==> src/sdo_pkg.sv <==
package sdo_pkg;

	// ----------------------------------------------------------------
	// frame layout and identifiers
	// ----------------------------------------------------------------
	localparam logic [10:0] ID_RX_BASE  = 11'h600;
	localparam logic [10:0] ID_TX_BASE  = 11'h580;
	localparam logic [3:0]  FRAME_DLC   = 4'h8;
	localparam logic [6:0]  STATION_MIN = 7'h01;
	localparam logic [6:0]  STATION_MAX = 7'h7F;

	// ----------------------------------------------------------------
	// command specifiers
	// ----------------------------------------------------------------
	localparam logic [2:0] CCS_DL_SEG  = 3'h0;
	localparam logic [2:0] CCS_DL_INIT = 3'h1;
	localparam logic [2:0] CCS_UL_INIT = 3'h2;
	localparam logic [2:0] CCS_UL_SEG  = 3'h3;
	localparam logic [2:0] CCS_ABORT   = 3'h4;
	localparam logic [7:0] SPEC_UL_1   = 8'h4F;
	localparam logic [7:0] SPEC_UL_2   = 8'h4B;
	localparam logic [7:0] SPEC_UL_3   = 8'h47;
	localparam logic [7:0] SPEC_UL_4   = 8'h43;
	localparam logic [7:0] SPEC_DL_OK  = 8'h60;
	localparam logic [7:0] SPEC_SEG_OK = 8'h20;
	localparam logic [7:0] SPEC_ABORT  = 8'h80;
	localparam int         TOGGLE_POS  = 4;
	localparam logic [2:0] EXP_BYTES   = 3'h4;
	localparam logic [2:0] SEG_BYTES   = 3'h7;

	// ----------------------------------------------------------------
	// abort codes
	// ----------------------------------------------------------------
	localparam logic [31:0] AB_INVALID    = 32'h05040001;
	localparam logic [31:0] AB_WRITE_ONLY = 32'h06010001;
	localparam logic [31:0] AB_READ_ONLY  = 32'h06010002;
	localparam logic [31:0] AB_NO_INDEX   = 32'h06020000;
	localparam logic [31:0] AB_NO_MAP     = 32'h06040041;
	localparam logic [31:0] AB_FAULT      = 32'h06060000;
	localparam logic [31:0] AB_LEN        = 32'h06070010;
	localparam logic [31:0] AB_LEN_HIGH   = 32'h06070012;
	localparam logic [31:0] AB_LEN_LOW    = 32'h06070013;
	localparam logic [31:0] AB_NO_SUB     = 32'h06090011;
	localparam logic [31:0] AB_RANGE      = 32'h06090030;
	localparam logic [31:0] AB_RANGE_HIGH = 32'h06090031;
	localparam logic [31:0] AB_RANGE_LOW  = 32'h06090032;
	localparam logic [31:0] AB_STATE      = 32'h08000022;
	localparam logic [1:0]  ERR_NONE      = 2'h0;
	localparam logic [1:0]  ERR_ANY       = 2'h1;
	localparam logic [1:0]  ERR_HIGH      = 2'h2;

	// ----------------------------------------------------------------
	// register map and log memory
	// ----------------------------------------------------------------
	localparam int         ADDR_W     = 8;
	localparam logic [7:0] OFF_CTRL   = 8'h00;
	localparam logic [7:0] OFF_STATUS = 8'h04;
	localparam logic [7:0] OFF_LAST   = 8'h08;
	localparam logic [7:0] OFF_COUNT  = 8'h0C;
	localparam logic [7:0] OFF_LOG    = 8'h20;
	localparam logic [7:0] CTRL_RST   = 8'h81;
	localparam int         LOG_AW     = 3;
	localparam int         LOG_W      = 32;

	typedef struct packed {
		logic [10:0] id;
		logic [3:0]  dlc;
		logic [63:0] data;
	} can_frame_s;

	typedef struct packed {
		logic        write;
		logic [15:0] index;
		logic [7:0]  sub;
		logic [2:0]  len;
		logic [31:0] wdata;
	} od_req_s;

	typedef struct packed {
		logic        idx_ok;
		logic        sub_ok;
		logic        rd_ok;
		logic        wr_ok;
		logic        map_bad;
		logic        fault_blk;
		logic        state_blk;
		logic [1:0]  len_err;
		logic [1:0]  range_err;
		logic [2:0]  len;
		logic [31:0] rdata;
	} od_resp_s;

	typedef enum logic [1:0] {
		ST_IDLE   = 2'b00,
		ST_DECODE = 2'b01,
		ST_OD     = 2'b11,
		ST_REPLY  = 2'b10
	} state_e;

endpackage

==> src/abort_log_mem.sv <==
module abort_log_mem (
	input  wire logic              pclk,    // system clock
	input  wire logic              presetn, // async reset, low
	input  wire logic              we,      // write strobe
	input  wire logic [sdo_pkg::LOG_AW-1:0] waddr, // write slot
	input  wire logic [sdo_pkg::LOG_W-1:0]  wdata, // code to store
	input  wire logic [sdo_pkg::LOG_AW-1:0] raddr, // read slot
	output logic      [sdo_pkg::LOG_W-1:0]  rdata  // registered read
);
	import sdo_pkg::*;

	logic [LOG_W-1:0] mem [2**LOG_AW];

	// ----------------------------------------------------------------
	// storage, no reset so it maps onto plain ram
	// ----------------------------------------------------------------
	always_ff @(posedge pclk) begin
		if (we) begin
			mem[waddr] <= wdata;
		end
	end

	// read data one cycle after the address
	always_ff @(posedge pclk or negedge presetn) begin
		if (!presetn) begin
			rdata <= '0;
		end else begin
			rdata <= mem[raddr];
		end
	end
endmodule

==> src/sdo_expedited_server.sv <==
// How it works
// - station number must be 1 to 127; otherwise server stays silent
// - exactly one reply frame for each service request taken; the code sends none for an abort request
// - download is an entry write, upload is an entry read
// - five protocols: initiate/segment download, initiate/segment upload, abort
// - segment toggle bit must alternate, starting cleared
// - irrelevant specifier bits must be zero, else invalid command
// - expedited flag set carries data directly in bytes 4-7
// - size flag marks length given; expedited and size both clear is reserved
// - unused byte count only meaningful with expedited and size set
// - normal transfer with size carries byte count, byte 4 least significant
// - read answer specifier 0x4F, 0x4B or 0x43 by data size; the code also answers 0x47 for 3 bytes
// - unserved read answered with abort specifier 0x80
// - accepted write answered 0x60 with index and subindex echoed; the code answers an accepted segment 0x20 with toggle, index and subindex zero
// - rejected write answered 0x80 with a 32-bit cause code
// - unknown or illegal specifier aborts with 0x05040001
// - read of write-only 0x06010001, write of read-only 0x06010002
// - missing index 0x06020000, missing subindex 0x06090011
// - entry that cannot be mapped aborts 0x06040041
// - access failing due to drive fault aborts 0x06060000
// - length mismatch 0x06070010, too long 0x06070012, too short 0x06070013
// - out of range 0x06090030, too large 0x06090031, too small 0x06090032
// - refused by device state aborts 0x08000022
//
// The implementer's own choices: the APB interface to the registers and the placing of the registers.
module sdo_expedited_server (
	input  wire logic                     pclk,         // system clock
	input  wire logic                     presetn,      // async reset, low
	input  wire logic [sdo_pkg::ADDR_W-1:0] paddr,      // apb address
	input  wire logic                     psel,         // apb select
	input  wire logic                     penable,      // apb enable
	input  wire logic                     pwrite,       // apb direction
	input  wire logic [31:0]              pwdata,       // apb write data
	output logic      [31:0]              prdata,       // apb read data
	output logic                          pready,       // apb ready
	output logic                          pslverr,      // apb error
	input  wire logic                     rx_valid,     // frame offered
	output logic                          rx_ready,     // frame taken
	input  wire sdo_pkg::can_frame_s      rx_frame,     // received frame
	output logic                          tx_valid,     // reply offered
	input  wire logic                     tx_ready,     // reply taken
	output sdo_pkg::can_frame_s           tx_frame,     // reply frame
	output logic                          od_req_valid, // dictionary access
	output sdo_pkg::od_req_s              od_req,       // access details
	input  wire logic                     od_ack,       // access done
	input  wire sdo_pkg::od_resp_s        od_resp       // access result
);
	import sdo_pkg::*;

	state_e      state_reg;
	state_e      state_next;
	can_frame_s  rq_reg;
	logic [7:0]  ctrl_reg;
	logic        seg_open_reg;
	logic        toggle_reg;
	logic        is_seg_reg;
	logic [2:0]  seg_len_reg;
	logic [15:0] seg_idx_reg;
	logic [7:0]  seg_sub_reg;
	logic [31:0] last_abort_reg;
	logic [15:0] req_cnt_reg;
	logic [15:0] abort_cnt_reg;
	logic [LOG_AW-1:0] log_ptr_reg;
	logic        apb_wait_reg;
	logic [31:0] log_rdata;
	logic [7:0]  spec;
	logic [2:0]  ccs;
	logic [15:0] echo_idx;
	logic [7:0]  echo_sub;
	logic        rx_take;
	logic        station_ok;
	logic        dec_od;
	logic        dec_silent;
	logic        dec_abort;
	logic        dec_open;
	logic [31:0] dec_code;
	od_req_s     od_n;
	logic        od_bad;
	logic [31:0] od_code;
	logic        abort_evt;
	logic [31:0] ev_code;
	logic        apb_acc;
	logic        addr_ok;
	logic [31:0] reg_val;

	// ----------------------------------------------------------------
	// helpers
	// ----------------------------------------------------------------
	function automatic logic station_valid(input logic [6:0] s);
		return (s >= STATION_MIN) && (s <= STATION_MAX);
	endfunction

	// byte 0 specifier, bytes 1-2 index low first, 3 sub, 4-7 data
	function automatic logic [63:0] pack_reply(input logic [7:0] sp,
		input logic [15:0] idx, input logic [7:0] sb, input logic [31:0] d);
		return {d, sb, idx, sp};
	endfunction

	function automatic logic [7:0] read_spec(input logic [2:0] len);
		unique case (len)
			3'h1:    return SPEC_UL_1;
			3'h2:    return SPEC_UL_2;
			3'h3:    return SPEC_UL_3;
			default: return SPEC_UL_4;
		endcase
	endfunction

	// ----------------------------------------------------------------
	// frame intake
	// ----------------------------------------------------------------
	// foreign frames are consumed and dropped in idle, so they stall the bus only while a request is being served
	assign station_ok = station_valid(ctrl_reg[6:0]);
	assign rx_ready   = (state_reg == ST_IDLE);
	assign rx_take    = rx_valid && rx_ready && ctrl_reg[7] && station_ok &&
		(rx_frame.id == ID_RX_BASE + {4'h0, ctrl_reg[6:0]}) &&
		(rx_frame.dlc == FRAME_DLC);

	always_ff @(posedge pclk or negedge presetn) begin
		if (!presetn) begin
			rq_reg <= '0;
		end else if (rx_take) begin
			rq_reg <= rx_frame;
		end
	end

	assign spec     = rq_reg.data[7:0];
	assign ccs      = spec[7:5];
	assign echo_idx = (ccs == CCS_DL_SEG) ? seg_idx_reg : rq_reg.data[23:8];
	assign echo_sub = (ccs == CCS_DL_SEG) ? seg_sub_reg : rq_reg.data[31:24];

	// ----------------------------------------------------------------
	// specifier decode
	// ----------------------------------------------------------------
	always_comb begin
		dec_od     = 1'b0;
		dec_silent = 1'b0;
		dec_abort  = 1'b1;
		dec_open   = 1'b0;
		dec_code   = AB_INVALID;
		od_n       = '0;
		od_n.index = rq_reg.data[23:8];
		od_n.sub   = rq_reg.data[31:24];
		unique case (ccs)
			CCS_UL_INIT: begin
				if (spec[4:0] == 5'h00) begin
					dec_abort = 1'b0;
					dec_od    = 1'b1;
				end
			end
			CCS_DL_INIT: begin
				// reserved e=0,s=0 and stray unused count fall to abort
				if (!spec[4] && (spec[1] || spec[0]) &&
					((spec[1] && spec[0]) || spec[3:2] == 2'h0)) begin
					if (spec[1]) begin
						dec_abort  = 1'b0;
						dec_od     = 1'b1;
						od_n.write = 1'b1;
						od_n.wdata = rq_reg.data[63:32];
						od_n.len   = spec[0] ? EXP_BYTES - {1'b0, spec[3:2]}
							: EXP_BYTES;
					end else if (rq_reg.data[63:32] > 32'h00000004) begin
						dec_code = AB_LEN_HIGH;
					end else if (rq_reg.data[63:32] == 32'h00000000) begin
						dec_code = AB_LEN_LOW;
					end else begin
						dec_abort = 1'b0;
						dec_open  = 1'b1;
					end
				end
			end
			CCS_DL_SEG: begin
				if (seg_open_reg && spec[TOGGLE_POS] == toggle_reg) begin
					if (SEG_BYTES - spec[3:1] > seg_len_reg) begin
						dec_code = AB_LEN_HIGH;
					end else if (SEG_BYTES - spec[3:1] < seg_len_reg) begin
						dec_code = AB_LEN_LOW;
					end else begin
						dec_abort  = 1'b0;
						dec_od     = 1'b1;
						od_n.write = 1'b1;
						od_n.index = seg_idx_reg;
						od_n.sub   = seg_sub_reg;
						od_n.len   = seg_len_reg;
						od_n.wdata = rq_reg.data[39:8];
					end
				end
			end
			CCS_ABORT: begin
				dec_abort  = 1'b0;
				dec_silent = 1'b1;
			end
			CCS_UL_SEG: begin
				dec_code = AB_INVALID; // no upload is ever left open
			end
			default: begin
				dec_code = AB_INVALID;
			end
		endcase
	end

	// ----------------------------------------------------------------
	// dictionary result to abort code, first failing check wins
	// ----------------------------------------------------------------
	always_comb begin
		od_code = '0;
		if (!od_resp.idx_ok) begin
			od_code = AB_NO_INDEX;
		end else if (!od_resp.sub_ok) begin
			od_code = AB_NO_SUB;
		end else if (od_req.write && !od_resp.wr_ok) begin
			od_code = AB_READ_ONLY;
		end else if (!od_req.write && !od_resp.rd_ok) begin
			od_code = AB_WRITE_ONLY;
		end else if (od_resp.map_bad) begin
			od_code = AB_NO_MAP;
		end else if (od_resp.fault_blk) begin
			od_code = AB_FAULT;
		end else if (od_resp.state_blk) begin
			od_code = AB_STATE;
		end else if (od_req.write && od_resp.len_err != ERR_NONE) begin
			od_code = (od_resp.len_err == ERR_ANY) ? AB_LEN :
				(od_resp.len_err == ERR_HIGH) ? AB_LEN_HIGH : AB_LEN_LOW;
		end else if (od_req.write && od_resp.range_err != ERR_NONE) begin
			od_code = (od_resp.range_err == ERR_ANY) ? AB_RANGE :
				(od_resp.range_err == ERR_HIGH) ? AB_RANGE_HIGH : AB_RANGE_LOW;
		end
	end

	assign od_bad    = (od_code != 32'h00000000);
	assign abort_evt = (state_reg == ST_DECODE && !dec_od && dec_abort) ||
		(state_reg == ST_OD && od_ack && od_bad);
	assign ev_code   = (state_reg == ST_DECODE) ? dec_code : od_code;

	// ----------------------------------------------------------------
	// sequencer
	// ----------------------------------------------------------------
	always_comb begin
		state_next = state_reg;
		unique case (state_reg)
			ST_IDLE: begin
				if (rx_take) begin
					state_next = ST_DECODE;
				end
			end
			ST_DECODE: begin
				state_next = dec_silent ? ST_IDLE : dec_od ? ST_OD : ST_REPLY;
			end
			ST_OD: begin
				if (od_ack) begin
					state_next = ST_REPLY;
				end
			end
			ST_REPLY: begin
				if (tx_ready) begin
					state_next = ST_IDLE;
				end
			end
		endcase
	end

	always_ff @(posedge pclk or negedge presetn) begin
		if (!presetn) begin
			state_reg <= ST_IDLE;
		end else begin
			state_reg <= state_next;
		end
	end

	// request held steady for the whole dictionary handshake
	assign od_req_valid = (state_reg == ST_OD);
	always_ff @(posedge pclk or negedge presetn) begin
		if (!presetn) begin
			od_req <= '0;
		end else if (state_reg == ST_DECODE) begin
			od_req <= od_n;
		end
	end

	// ----------------------------------------------------------------
	// segmented download bookkeeping
	// ----------------------------------------------------------------
	// every decoded request closes an open download unless it reopens one
	always_ff @(posedge pclk or negedge presetn) begin
		if (!presetn) begin
			seg_open_reg <= 1'b0;
			toggle_reg   <= 1'b0;
			is_seg_reg   <= 1'b0;
			seg_len_reg  <= '0;
			seg_idx_reg  <= '0;
			seg_sub_reg  <= '0;
		end else if (state_reg == ST_DECODE) begin
			seg_open_reg <= dec_open;
			is_seg_reg   <= (ccs == CCS_DL_SEG);
			if (dec_open) begin
				toggle_reg  <= 1'b0;
				seg_len_reg <= rq_reg.data[34:32];
				seg_idx_reg <= rq_reg.data[23:8];
				seg_sub_reg <= rq_reg.data[31:24];
			end else if (ccs == CCS_DL_SEG && dec_od) begin
				toggle_reg <= ~toggle_reg;
			end
		end
	end

	// ----------------------------------------------------------------
	// reply frame
	// ----------------------------------------------------------------
	assign tx_valid = (state_reg == ST_REPLY);
	always_ff @(posedge pclk or negedge presetn) begin
		if (!presetn) begin
			tx_frame <= '0;
		end else begin
			tx_frame.id  <= ID_TX_BASE + {4'h0, ctrl_reg[6:0]};
			tx_frame.dlc <= FRAME_DLC;
			if (state_reg == ST_DECODE && !dec_od) begin
				tx_frame.data <= dec_abort ?
					pack_reply(SPEC_ABORT, echo_idx, echo_sub, dec_code) :
					pack_reply(SPEC_DL_OK, echo_idx, echo_sub, 32'h00000000);
			end else if (state_reg == ST_OD && od_ack) begin
				if (od_bad) begin
					tx_frame.data <= pack_reply(SPEC_ABORT, od_req.index,
						od_req.sub, od_code);
				end else if (od_req.write && is_seg_reg) begin
					tx_frame.data <= pack_reply(SPEC_SEG_OK | {3'h0, ~toggle_reg, 4'h0},
						16'h0000, 8'h00, 32'h00000000);
				end else if (od_req.write) begin
					tx_frame.data <= pack_reply(SPEC_DL_OK, od_req.index,
						od_req.sub, 32'h00000000);
				end else begin
					tx_frame.data <= pack_reply(read_spec(od_resp.len),
						od_req.index, od_req.sub, od_resp.rdata);
				end
			end
		end
	end

	// ----------------------------------------------------------------
	// statistics and abort log
	// ----------------------------------------------------------------
	always_ff @(posedge pclk or negedge presetn) begin
		if (!presetn) begin
			req_cnt_reg    <= '0;
			abort_cnt_reg  <= '0;
			last_abort_reg <= '0;
			log_ptr_reg    <= '0;
		end else begin
			if (rx_take) begin
				req_cnt_reg <= req_cnt_reg + 16'h0001;
			end
			if (abort_evt) begin
				abort_cnt_reg  <= abort_cnt_reg + 16'h0001;
				last_abort_reg <= ev_code;
				log_ptr_reg    <= log_ptr_reg + LOG_AW'(1);
			end
		end
	end

	abort_log_mem u_log (
		.pclk    (pclk),
		.presetn (presetn),
		.we      (abort_evt),
		.waddr   (log_ptr_reg),
		.wdata   (ev_code),
		.raddr   (paddr[LOG_AW+1:2]),
		.rdata   (log_rdata)
	);

	// ----------------------------------------------------------------
	// apb slave, fixed one wait state so log reads can be registered
	// ----------------------------------------------------------------
	assign apb_acc = psel && penable;
	assign pready  = apb_acc && apb_wait_reg;
	assign addr_ok = (paddr[1:0] == 2'h0) && (paddr <= OFF_COUNT ||
		(paddr[7:5] == OFF_LOG[7:5]));
	assign pslverr = pready && !addr_ok;

	always_comb begin
		reg_val = 32'h00000000;
		unique case (paddr)
			OFF_CTRL:   reg_val = {24'h000000, ctrl_reg};
			OFF_STATUS: reg_val = {26'h0, station_ok, is_seg_reg, toggle_reg,
				seg_open_reg, state_reg};
			OFF_LAST:   reg_val = last_abort_reg;
			OFF_COUNT:  reg_val = {abort_cnt_reg, req_cnt_reg};
			default:    reg_val = (paddr[7:5] == OFF_LOG[7:5]) ? log_rdata
				: 32'h00000000;
		endcase
	end

	always_ff @(posedge pclk or negedge presetn) begin
		if (!presetn) begin
			apb_wait_reg <= 1'b0;
			prdata       <= '0;
			ctrl_reg     <= CTRL_RST;
		end else begin
			apb_wait_reg <= apb_acc && !apb_wait_reg;
			if (apb_acc && !apb_wait_reg) begin
				prdata <= addr_ok ? reg_val : 32'h00000000;
			end
			if (pready && pwrite && paddr == OFF_CTRL) begin
				ctrl_reg <= pwdata[7:0];
			end
		end
	end

	// ----------------------------------------------------------------
	// checks
	// ----------------------------------------------------------------
	property p_reply_id;
		@(posedge pclk) disable iff (!presetn)
		tx_valid |-> tx_frame.id == ID_TX_BASE + {4'h0, ctrl_reg[6:0]} &&
			tx_frame.dlc == FRAME_DLC;
	endproperty
	a_reply_id: assert property (p_reply_id) else $error("bad reply id");

	property p_station;
		@(posedge pclk) disable iff (!presetn)
		rx_take |-> ctrl_reg[6:0] != 7'h00;
	endproperty
	a_station: assert property (p_station) else $error("bad station");

	property p_reply_held;
		@(posedge pclk) disable iff (!presetn)
		tx_valid && !tx_ready |=> tx_valid && $stable(tx_frame);
	endproperty
	a_reply_held: assert property (p_reply_held) else $error("reply lost");

	property p_one_reply;
		@(posedge pclk) disable iff (!presetn)
		tx_valid && tx_ready |=> !tx_valid ##1 !tx_valid;
	endproperty
	a_one_reply: assert property (p_one_reply) else $error("extra reply");

	property p_read_spec;
		@(posedge pclk) disable iff (!presetn)
		state_reg == ST_OD && od_ack && !od_bad && !od_req.write &&
			od_resp.len == 3'h2 |=> tx_frame.data[7:0] == SPEC_UL_2;
	endproperty
	a_read_spec: assert property (p_read_spec) else $error("read spec");

	property p_write_ok;
		@(posedge pclk) disable iff (!presetn)
		state_reg == ST_OD && od_ack && !od_bad && od_req.write && !is_seg_reg
			|=> tx_frame.data[31:0] == {$past(od_req.sub), $past(od_req.index),
			SPEC_DL_OK};
	endproperty
	a_write_ok: assert property (p_write_ok) else $error("write echo");

	property p_abort_code;
		@(posedge pclk) disable iff (!presetn)
		abort_evt |=> tx_frame.data[7:0] == SPEC_ABORT &&
			tx_frame.data[63:32] == $past(ev_code) && tx_valid;
	endproperty
	a_abort_code: assert property (p_abort_code) else $error("abort reply");

	property p_illegal;
		@(posedge pclk) disable iff (!presetn)
		state_reg == ST_DECODE && ccs > CCS_ABORT |=>
			tx_frame.data[63:32] == AB_INVALID && tx_valid;
	endproperty
	a_illegal: assert property (p_illegal) else $error("illegal spec");

	property p_reserved;
		@(posedge pclk) disable iff (!presetn)
		state_reg == ST_DECODE && ccs == CCS_DL_INIT && spec[1:0] == 2'h0
			|=> state_reg == ST_REPLY && tx_frame.data[63:32] == AB_INVALID;
	endproperty
	a_reserved: assert property (p_reserved) else $error("reserved e s");

	property p_no_index;
		@(posedge pclk) disable iff (!presetn)
		state_reg == ST_OD && od_ack && !od_resp.idx_ok |=>
			tx_frame.data[63:32] == AB_NO_INDEX;
	endproperty
	a_no_index: assert property (p_no_index) else $error("index code");
endmodule

==> config.mk <==
export PLATFORM = sky130hd
export DESIGN_NAME = sdo_expedited_server
export DESIGN_NICKNAME = d
export VERILOG_FILES = /design/src/sdo_pkg.sv /design/src/abort_log_mem.sv /design/src/sdo_expedited_server.sv
export SDC_FILE = /design/constraint.sdc
export NUM_CORES = 1
export LEC_CHECK = 0
export ABC_AREA = 1
export BUFFER_PORTS_ARGS = -buffer_cell sky130_fd_sc_hd__buf_2
export CELL_PAD_IN_SITES_DETAIL_PLACEMENT = 0
export CELL_PAD_IN_SITES_GLOBAL_PLACEMENT = 1
export CORE_UTILIZATION = 40
export DETAILED_ROUTE_END_ITERATION = 8
export PLACE_DENSITY_LB_ADDON = 0.15
export SYNTH_ARGS = -nofsm -noshare
export SYNTH_HDL_FRONTEND = slang
export SYNTH_SLANG_ARGS = --single-unit
==> constraint.sdc <==
create_clock -name pclk -period 3.3 [get_ports pclk]
set_input_delay 0.66 -clock pclk [delete_from_list [all_inputs] [get_ports pclk]]
set_output_delay 0.66 -clock pclk [all_outputs]
set_load 0.005 [all_outputs]
=== After elaboration in Yosys (flattened, before gate mapping) ===
Memory sizes are Yosys's and may differ from the RTL's. A register that Yosys moved wholly into a read port is not among the register bits.
Index checks and enable logic that the tools add are counted.
Widths: inputs -> output; s select.

* Reductions and logical operators: 54
* Mux-type cells: 75
* Add/subtract/negate cells: 7
* Bitwise gates (word level): 1
* $lt $le $gt $ge: 6
* Equality and inequality tests: 23

{| class="wikitable"
|+ Operator list
! kind !! number
|-
| $mux 64 || 6
|-
| $mux 28 || 7
|-
| $mux 32 || 6
|-
| $mux 60 || 3
|-
| $pmux 32 s4 || 1
|-
| $mux 26 || 4
|-
| $mux 35 || 2
|-
| $pmux 35 s2 || 1
|-
| $pmux 32 s2 || 1
|-
| $mux 27 || 2
|-
| $add 16x1->16 const B || 2
|-
| $gt 32x3->1 const B || 1
|-
| $logic_not 32->1 || 1
|-
| $reduce_bool 32->1 || 1
|-
| $logic_and 1x1->1 || 27
|-
| $mux 1 || 26
|-
| $mux 24 || 1
|-
| $eq 8x4->1 const B || 2
|-
| $mux 16 || 1
|-
| $mux 2 || 7
|-
| $pmux 4 s3 || 1
|-
| $add 10x8->11 const A || 1
|-
| $add 11x7->11 const A || 1
|-
| $eq 11x11->1 || 1
|-
| 33 further kinds || 60
|}

* Word-level logic and storage cells: 190
* Register bits after elaboration: 340
* Bits of input ports: 173
* Memories kept: 1
* Bits in writable memories: 256

{| class="wikitable"
|+ Memories
! memory !! depth !! width !! read ports !! clocked after memory_dff !! write ports !! line !! text
|-
| u_log.mem || 8 || 32 || 1 || 1 || 1 || abort_log_mem.sv:12 || <nowiki>logic [LOG_W-1:0] mem [2**LOG_AW];</nowiki>
|}

=== Logic depth before layout (Yosys ltp) ===
* Depth in word-level cells: 17
* Mapped depth: 16
* Depth with buffers taken out: 15

=== Hierarchy ===
Synthesis repeated with hierarchy kept, for this count alone.

* Cell total of the unflattened synthesis: 3046
* Area, all modules: 27620.2 um^2

{| class="wikitable"
|+ Modules (own cells, without submodules)
! module !! area an instance (um^2) !! seq. area each (um^2) !! times used !! cells each
|-
| sdo_expedited_server || 15587.4 || 7910.1 || 1 || 1890
|-
| abort_log_mem || 12032.8 || 8488.1 || 1 || 1156
|}

=== Worst setup path before layout ===
No wires, ideal clock.

* Path type: input port to flip-flop
* Start: input od_resp[37] (netlist name)
* End: memory u_log.mem[0][0] (enable)
* Slack: 536 ps
* Arrival time: 2382 ps
* Setup time: 382 ps
* Stages on the path: 11
* Path through: inv_1 > ha_1 > inv_1 > nand2_1 > a21oi_1 > nor2_4 > nand2_4 > nand2_2 > nand2_4 > nand2_1 > nor2_1

* Longest elaborated chain between the ends: 16
* Elaborated cells on any way between the ends: 19
* Classes of those cells: eq/ne: 2; mux: 12; reduce/logical: 5

{| class="wikitable"
|+ Ends and longest elaborated chain
! what !! line !! text
|-
| from (decl) || sdo_expedited_server.sv:46 || <nowiki>input wire sdo_pkg::od_resp_s od_resp</nowiki>
|-
| $eq 2x2->1 || sdo_expedited_server.sv:222 || <nowiki>(od_resp.len_err == ERR_HIGH) ? AB_LEN_HIGH : AB_LEN_LOW;</nowiki>
|-
| $mux 1 || sdo_expedited_server.sv:222 ||
|-
| $mux 2 || sdo_expedited_server.sv:221 || <nowiki>od_code = (od_resp.len_err == ERR_ANY) ? AB_LEN :</nowiki>
|-
| $mux 27 (*) || sdo_expedited_server.sv:220 || <nowiki>end else if (od_req.write && od_resp.len_err != ERR_NONE) begin</nowiki>
|-
| $mux 28 (*) || sdo_expedited_server.sv:218 || <nowiki>end else if (od_resp.state_blk) begin</nowiki>
|-
| $mux 28 (*) || sdo_expedited_server.sv:216 || <nowiki>end else if (od_resp.fault_blk) begin</nowiki>
|-
| $mux 28 (*) || sdo_expedited_server.sv:214 || <nowiki>end else if (od_resp.map_bad) begin</nowiki>
|-
| $mux 28 (*) || sdo_expedited_server.sv:212 || <nowiki>end else if (!od_req.write && !od_resp.rd_ok) begin</nowiki>
|-
| $mux 28 (*) || sdo_expedited_server.sv:210 || <nowiki>end else if (od_req.write && !od_resp.wr_ok) begin</nowiki>
|-
| $mux 28 (*) || sdo_expedited_server.sv:208 || <nowiki>end else if (!od_resp.sub_ok) begin</nowiki>
|-
| $mux 28 (*) || sdo_expedited_server.sv:206 || <nowiki>if (!od_resp.idx_ok) begin</nowiki>
|-
| $reduce_bool 32->1 (*) || sdo_expedited_server.sv:229 || <nowiki>assign od_bad = (od_code != 32'h00000000);</nowiki>
|-
| $logic_and 1x1->1 (*) || sdo_expedited_server.sv:231 || <nowiki>(state_reg == ST_OD && od_ack && od_bad);</nowiki>
|-
| $logic_or 1x1->1 (*) || sdo_expedited_server.sv:230 || <nowiki>assign abort_evt = (state_reg == ST_DECODE && !dec_od && dec_abort) ||</nowiki>
|-
| $mux 1 (*) || abort_log_mem.sv:18 || <nowiki>if (we) begin</nowiki>
|-
| $mux 1 (not written as such) (*) || abort_log_mem.sv:19 || <nowiki>mem[waddr] <= wdata;</nowiki>
|-
| to (decl) || abort_log_mem.sv:12 ||
|}

Mark *: on every way between the ends. The rest lies on a longest branch, timed or not.

=== Worst setup path after layout ===
* Start: register rq_reg[3] (netlist name)
* End: memory u_log.mem[2][17] (enable)

* Longest elaborated chain between the ends: 12
* Elaborated cells on any way between the ends: 25
* Classes of those cells: add/sub: 1; order compare: 2; mux: 14; reduce/logical: 8

{| class="wikitable"
|+ Ends and longest elaborated chain
! what !! line !! text
|-
| from (decl) || sdo_expedited_server.sv:52 || <nowiki>can_frame_s rq_reg;</nowiki>
|-
| from (signal assigned) || sdo_expedited_server.sv:122 || <nowiki>rq_reg <= rx_frame;</nowiki>
|-
| $sub 3x3->3 || sdo_expedited_server.sv:173, sdo_expedited_server.sv:175 ||
|-
| $lt 3x3->1 || sdo_expedited_server.sv:175 || <nowiki>end else if (SEG_BYTES - spec[3:1] < seg_len_reg) begin</nowiki>
|-
| $mux 1 || sdo_expedited_server.sv:175 ||
|-
| $mux 1 || sdo_expedited_server.sv:173 || <nowiki>if (SEG_BYTES - spec[3:1] > seg_len_reg) begin</nowiki>
|-
| $mux 1 || sdo_expedited_server.sv:172 || <nowiki>if (seg_open_reg && spec[TOGGLE_POS] == toggle_reg) begin</nowiki>
|-
| $pmux 1 s3 || sdo_expedited_server.sv:143 || <nowiki>unique case (ccs)</nowiki>
|-
| $logic_not 1->1 || sdo_expedited_server.sv:230 ||
|-
| $logic_and 1x1->1 || sdo_expedited_server.sv:230 ||
|-
| $logic_and 1x1->1 (*) || sdo_expedited_server.sv:230 ||
|-
| $logic_or 1x1->1 (*) || sdo_expedited_server.sv:230 ||
|-
| $mux 1 (*) || abort_log_mem.sv:18 ||
|-
| $mux 1 (not written as such) (*) || abort_log_mem.sv:19 ||
|}

Marked as above.

==> metrics.md <==
| Metric | Value |
|---|---|
| Simple-gate share of the synthesized area | `0.2287` |
| R2R depth | `13` |
| Max VDD drop | `0.3433 mV` |
| Max clock buf depth | `3` |
| Number of global-route vias before repair | `15.67k` |
| CTS Sinks | `433` |
| WL final | `57370 µm` |
| First-pass GRT wire length | `89580 µm` |
| Vias | `15.91k` |
| Final setup violating endpoints | `0` |
| Met2 usage | `0.4005` |
| Drt via density | `5.041` |
| DRT iter0 DRCs | `992` |
| Met3 Resource Use GR | `0.04562` |
| Syn_area_per_cell | `8.941 µm²` |
| RePlAce Congestion | `0.8849` |
| Worst Hold Class | `in -> async` |
| Adder-cell share of the synthesized area | `0.007055` |
| Final setup skew | `0.01386 ns` |
| Post-DP HPWL | `40230 µm` |
| # IOs | `349` |
| Power per cell area | `641.5 nW/µm²` |
| Maximum number of pins on one net before global-route repair | `83` |
| 1st-pass router iterations | `5` |
| Unrepaired setup endpoints after global routing | `false` |
| Synth Area in Compound Gates | `0.09870` |
| Least-Margin Pin Slew | `0.9066 ns` |
| Final hold vios | `0` |
| Relative slew slack | `0.3902` |
| Antenna violations before repair | `7` |
| Final Critical Period | `2.791 ns` |
| Post-Synthesis Cell Area | `19510 µm²` |
| Initial Util | `0.4069` |
| DRC Markers | `0` |
| Worst path slowest cell | `dfrtp_1` |
| Setup CP Type | `reg -> reg` |
| Pre-CTS WS | `0.2611 ns` |
| CTS root buffer | `clkbuf_16` |
| Antenna Nets Post-Route | `0` |
| Slew Limit Fails | `0` |
| Syn-to-layout area delta | `20.73%` |
| Post-CTS setup buffer count | `0` |
| Post-synth EDFFs | `104` |
| Layout Cells excl Fill | `3157` |
| Gr busiest metal | `met2` |
| Die X | `222.8 µm` |
| Full die area | `49660 µm²` |
| R2r startpoint | `rq_reg[3]` |
| Setup_tns | `0 ns` |
| Met1 GRT Util | `0.2918` |
| Die Y | `222.8 µm` |
| Synth cell types | `51` |
| Startpoint Class | `flip-flop` |
| Clk Latency, worst-skew pair | `0.59 ns` |
| Seq cells post-synth | `433` |
| Ys Warns | `0` |
| Ys async rst share | `0.7598` |
| Top_reg_cell synth | `dfrtp_1` |
| GRT overflow | `0` |
| Final period util | `0.8459` |
| Core ar. | `47950 µm²` |
| Pleak | `0.01124 µW` |
| GRT Util Overall | `0.2323` |
| # hold bufs at CTS | `0` |
| Reg-to-reg slack, setup | `0.51 ns` |
| Worst EP arrival | `3.07 ns` |
| Largest family of logic cells by synthesized area | `simple AND/OR/NAND/NOR gates` |
| Cell Chain, Critical Path | `inv_1 > ha_1 > a21oi_1 > nor2b_1 > nor2_1 > nand2_2 > nand3_2 > nor2_4 > nand2_2 > nand2_4 > nand2_1 > nor2_1 > buf_4` |
| Seq/Total Area, Yosys | `0.5822` |
| IO buf count | `320` |
| Cells after Synth | `2182` |
| Status | `complete, no violations` |
| Cell row count | `80` |
| Fmax | `358.2 MHz` |
| Cts bufs inserted | `49` |
| XOR/XNOR Fraction of Synth Area | `0.01437` |
| Max FFs per register | `104` |
| CTS HTree Levels | `2` |
| Post-synthesis mux area share | `0.004618` |
| Worst-path fanout max | `15` |
| Post-layout nets | `2685` |
| Clock-pin slew on the worst setup and hold paths | `0.06 ns` |
| Worst setup EP type | `flip-flop` |
| Fill count | `4605` |
| Post-Place Cells | `3065` |
| CTS tree | `built` |
| Worst R2R End | `u_log.mem[2][17]` |
| Total power | `15110 µW` |
| Critical Path RT | `3.58 ns` |
| Post-route worst setup slack | `0.5086 ns` |
| CP peak stage delay | `0.36 ns` |
| DR WL/cell | `18.17 µm` |
| Layout cells sized above 1 | `0.2040` |
| Max Cap Viol | `0` |
[metal layers]
| metal | part of all wire | up-vias | routed length, µm |
|---|---|---|---|
| li1 | - | 7764 | - |
| met1 | 0.42 | 7696 | 24230 |
| met2 | 0.50 | 338 | 28850 |
| met3 | 0.049 | 108 | 2786 |
| met4 | 0.025 | 8 | 1462 |
| met5 | 0.00085 | - | 49 |
[how the worst max path moves through the flow]
stage                    from                to  slack, ns  cells after the start
3_3_place_gp        rq_reg[2]      tx_frame[48]       0.32                     14
2_1_floorplan     od_resp[37]   u_log.mem[0][0]       0.54                     11
3_5_place_dp        rq_reg[2]      tx_frame[27]       0.26                     14
5_1_grt        seg_len_reg[2]  abort_cnt_reg[8]       0.26                     13
4_1_cts        seg_len_reg[2]      tx_frame[27]       0.26                     14
6_report            rq_reg[3]  u_log.mem[2][17]       0.51                     13
[worst max-delay path: cells and delay by family (launching register included)]
family,cells,cell delay [ns]
and+or+nand+nor,9,1.35
DFF,1,0.36
buffers and inverters,2,0.34
adders and majority gates,1,0.26
AOI/OAI and AO/OA,1,0.17
[synthesized netlist by cell type, types with 18 or more instances]
| cell type | number | area share |
|---|---|---|
| a21oi_1 | 22 | 0.0056 |
| edfxtp_1 | 104 | 0.16 |
| dfrtp_1 | 327 | 0.42 |
| o21ai_0 | 204 | 0.052 |
| o21ai_1 | 39 | 0.010 |
| nand2_1 | 703 | 0.14 |
| a22oi_1 | 26 | 0.010 |
| nand3_1 | 123 | 0.032 |
| nor2_1 | 136 | 0.026 |
| xor2_1 | 32 | 0.014 |
| inv_1 | 171 | 0.033 |
| o22ai_1 | 19 | 0.0061 |
| clkbuf_1 | 51 | 0.0098 |
| buf_2 | 25 | 0.0064 |
| nand4_1 | 20 | 0.0064 |
| a31oi_1 | 18 | 0.0058 |
[kinds of logic (layout without fill, tap and decap cells)]
family | Yosys count | after routing
fa+ha+maj | 11 | 11
buf+inv | 292 | 646
simple gates | 1054 | 1054
xor+xnor | 32 | 32
flops | 433 | 433
other cells | 2 | 8
mux | 8 | 8
compound gates | 350 | 350
[through the flow]
stage / utilization / instance area [µm²] / hold WS [ns]
final: 0.4913 / 23550 / 0.02288
after detailed placement: 0.4553 / 21830 / 0.4201
after global routing: 0.4913 / 23550 / 0.05669
after floorplan: - / 19520 / 0.3644
after CTS: 0.4910 / 23540 / 0.08277
after global placement: 0.4553 / 21830 / 0.4152
[repair_timing]
action,in CTS,in global routing
gates resized for setup,0,2
endpoints found under the hold margin,0,0
setup endpoints to repair,0,1
[layout by cell type, fill, tap and decap left out, types with 7 or more instances in the layout]
| cell type | count |
|---|---|
| nand2_1 | 702 |
| dfrtp_1 | 327 |
| buf_2 | 319 |
| o21ai_0 | 204 |
| inv_1 | 170 |
| nor2_1 | 134 |
| nand3_1 | 122 |
| edfxtp_1 | 104 |
| clkbuf_16 | 51 |
| buf_4 | 43 |
| o21ai_1 | 39 |
| xor2_1 | 32 |
| a22oi_1 | 26 |
| a21oi_1 | 22 |
| nand4_1 | 20 |
| o22ai_1 | 19 |
| nand2_2 | 18 |
| a31oi_1 | 18 |
| clkbuf_8 | 18 |
| nor3_1 | 17 |
| ha_1 | 11 |
| clkbuf_1 | 11 |
| o211ai_1 | 8 |
| mux2_2 | 8 |
| inv_2 | 7 |
[report_power, final]
| part | leakage, µW | internal, µW | switching, µW |
|---|---|---|---|
| sequential | 0.00507 | 6230 | 398 |
| combinational | 0.00532 | 903 | 1870 |
| clock | 0.000848 | 3530 | 2180 |
| total | 0.0112 | 10700 | 4450 |
[cell type report]
type	count	area, µm²	share of cell area
well taps	615	769.5	0.03267
diodes	3	7.507	0.0003187
clock buffers	80	1565	0.06645
clock inverters	9	148.9	0.006321
flip-flops and latches	433	11360	0.4822
multi-input cells	1460	6932	0.2943
inverters	188	718.2	0.03049
repair buffers	369	2054	0.08722
Power figures use the tool's default switching activity.
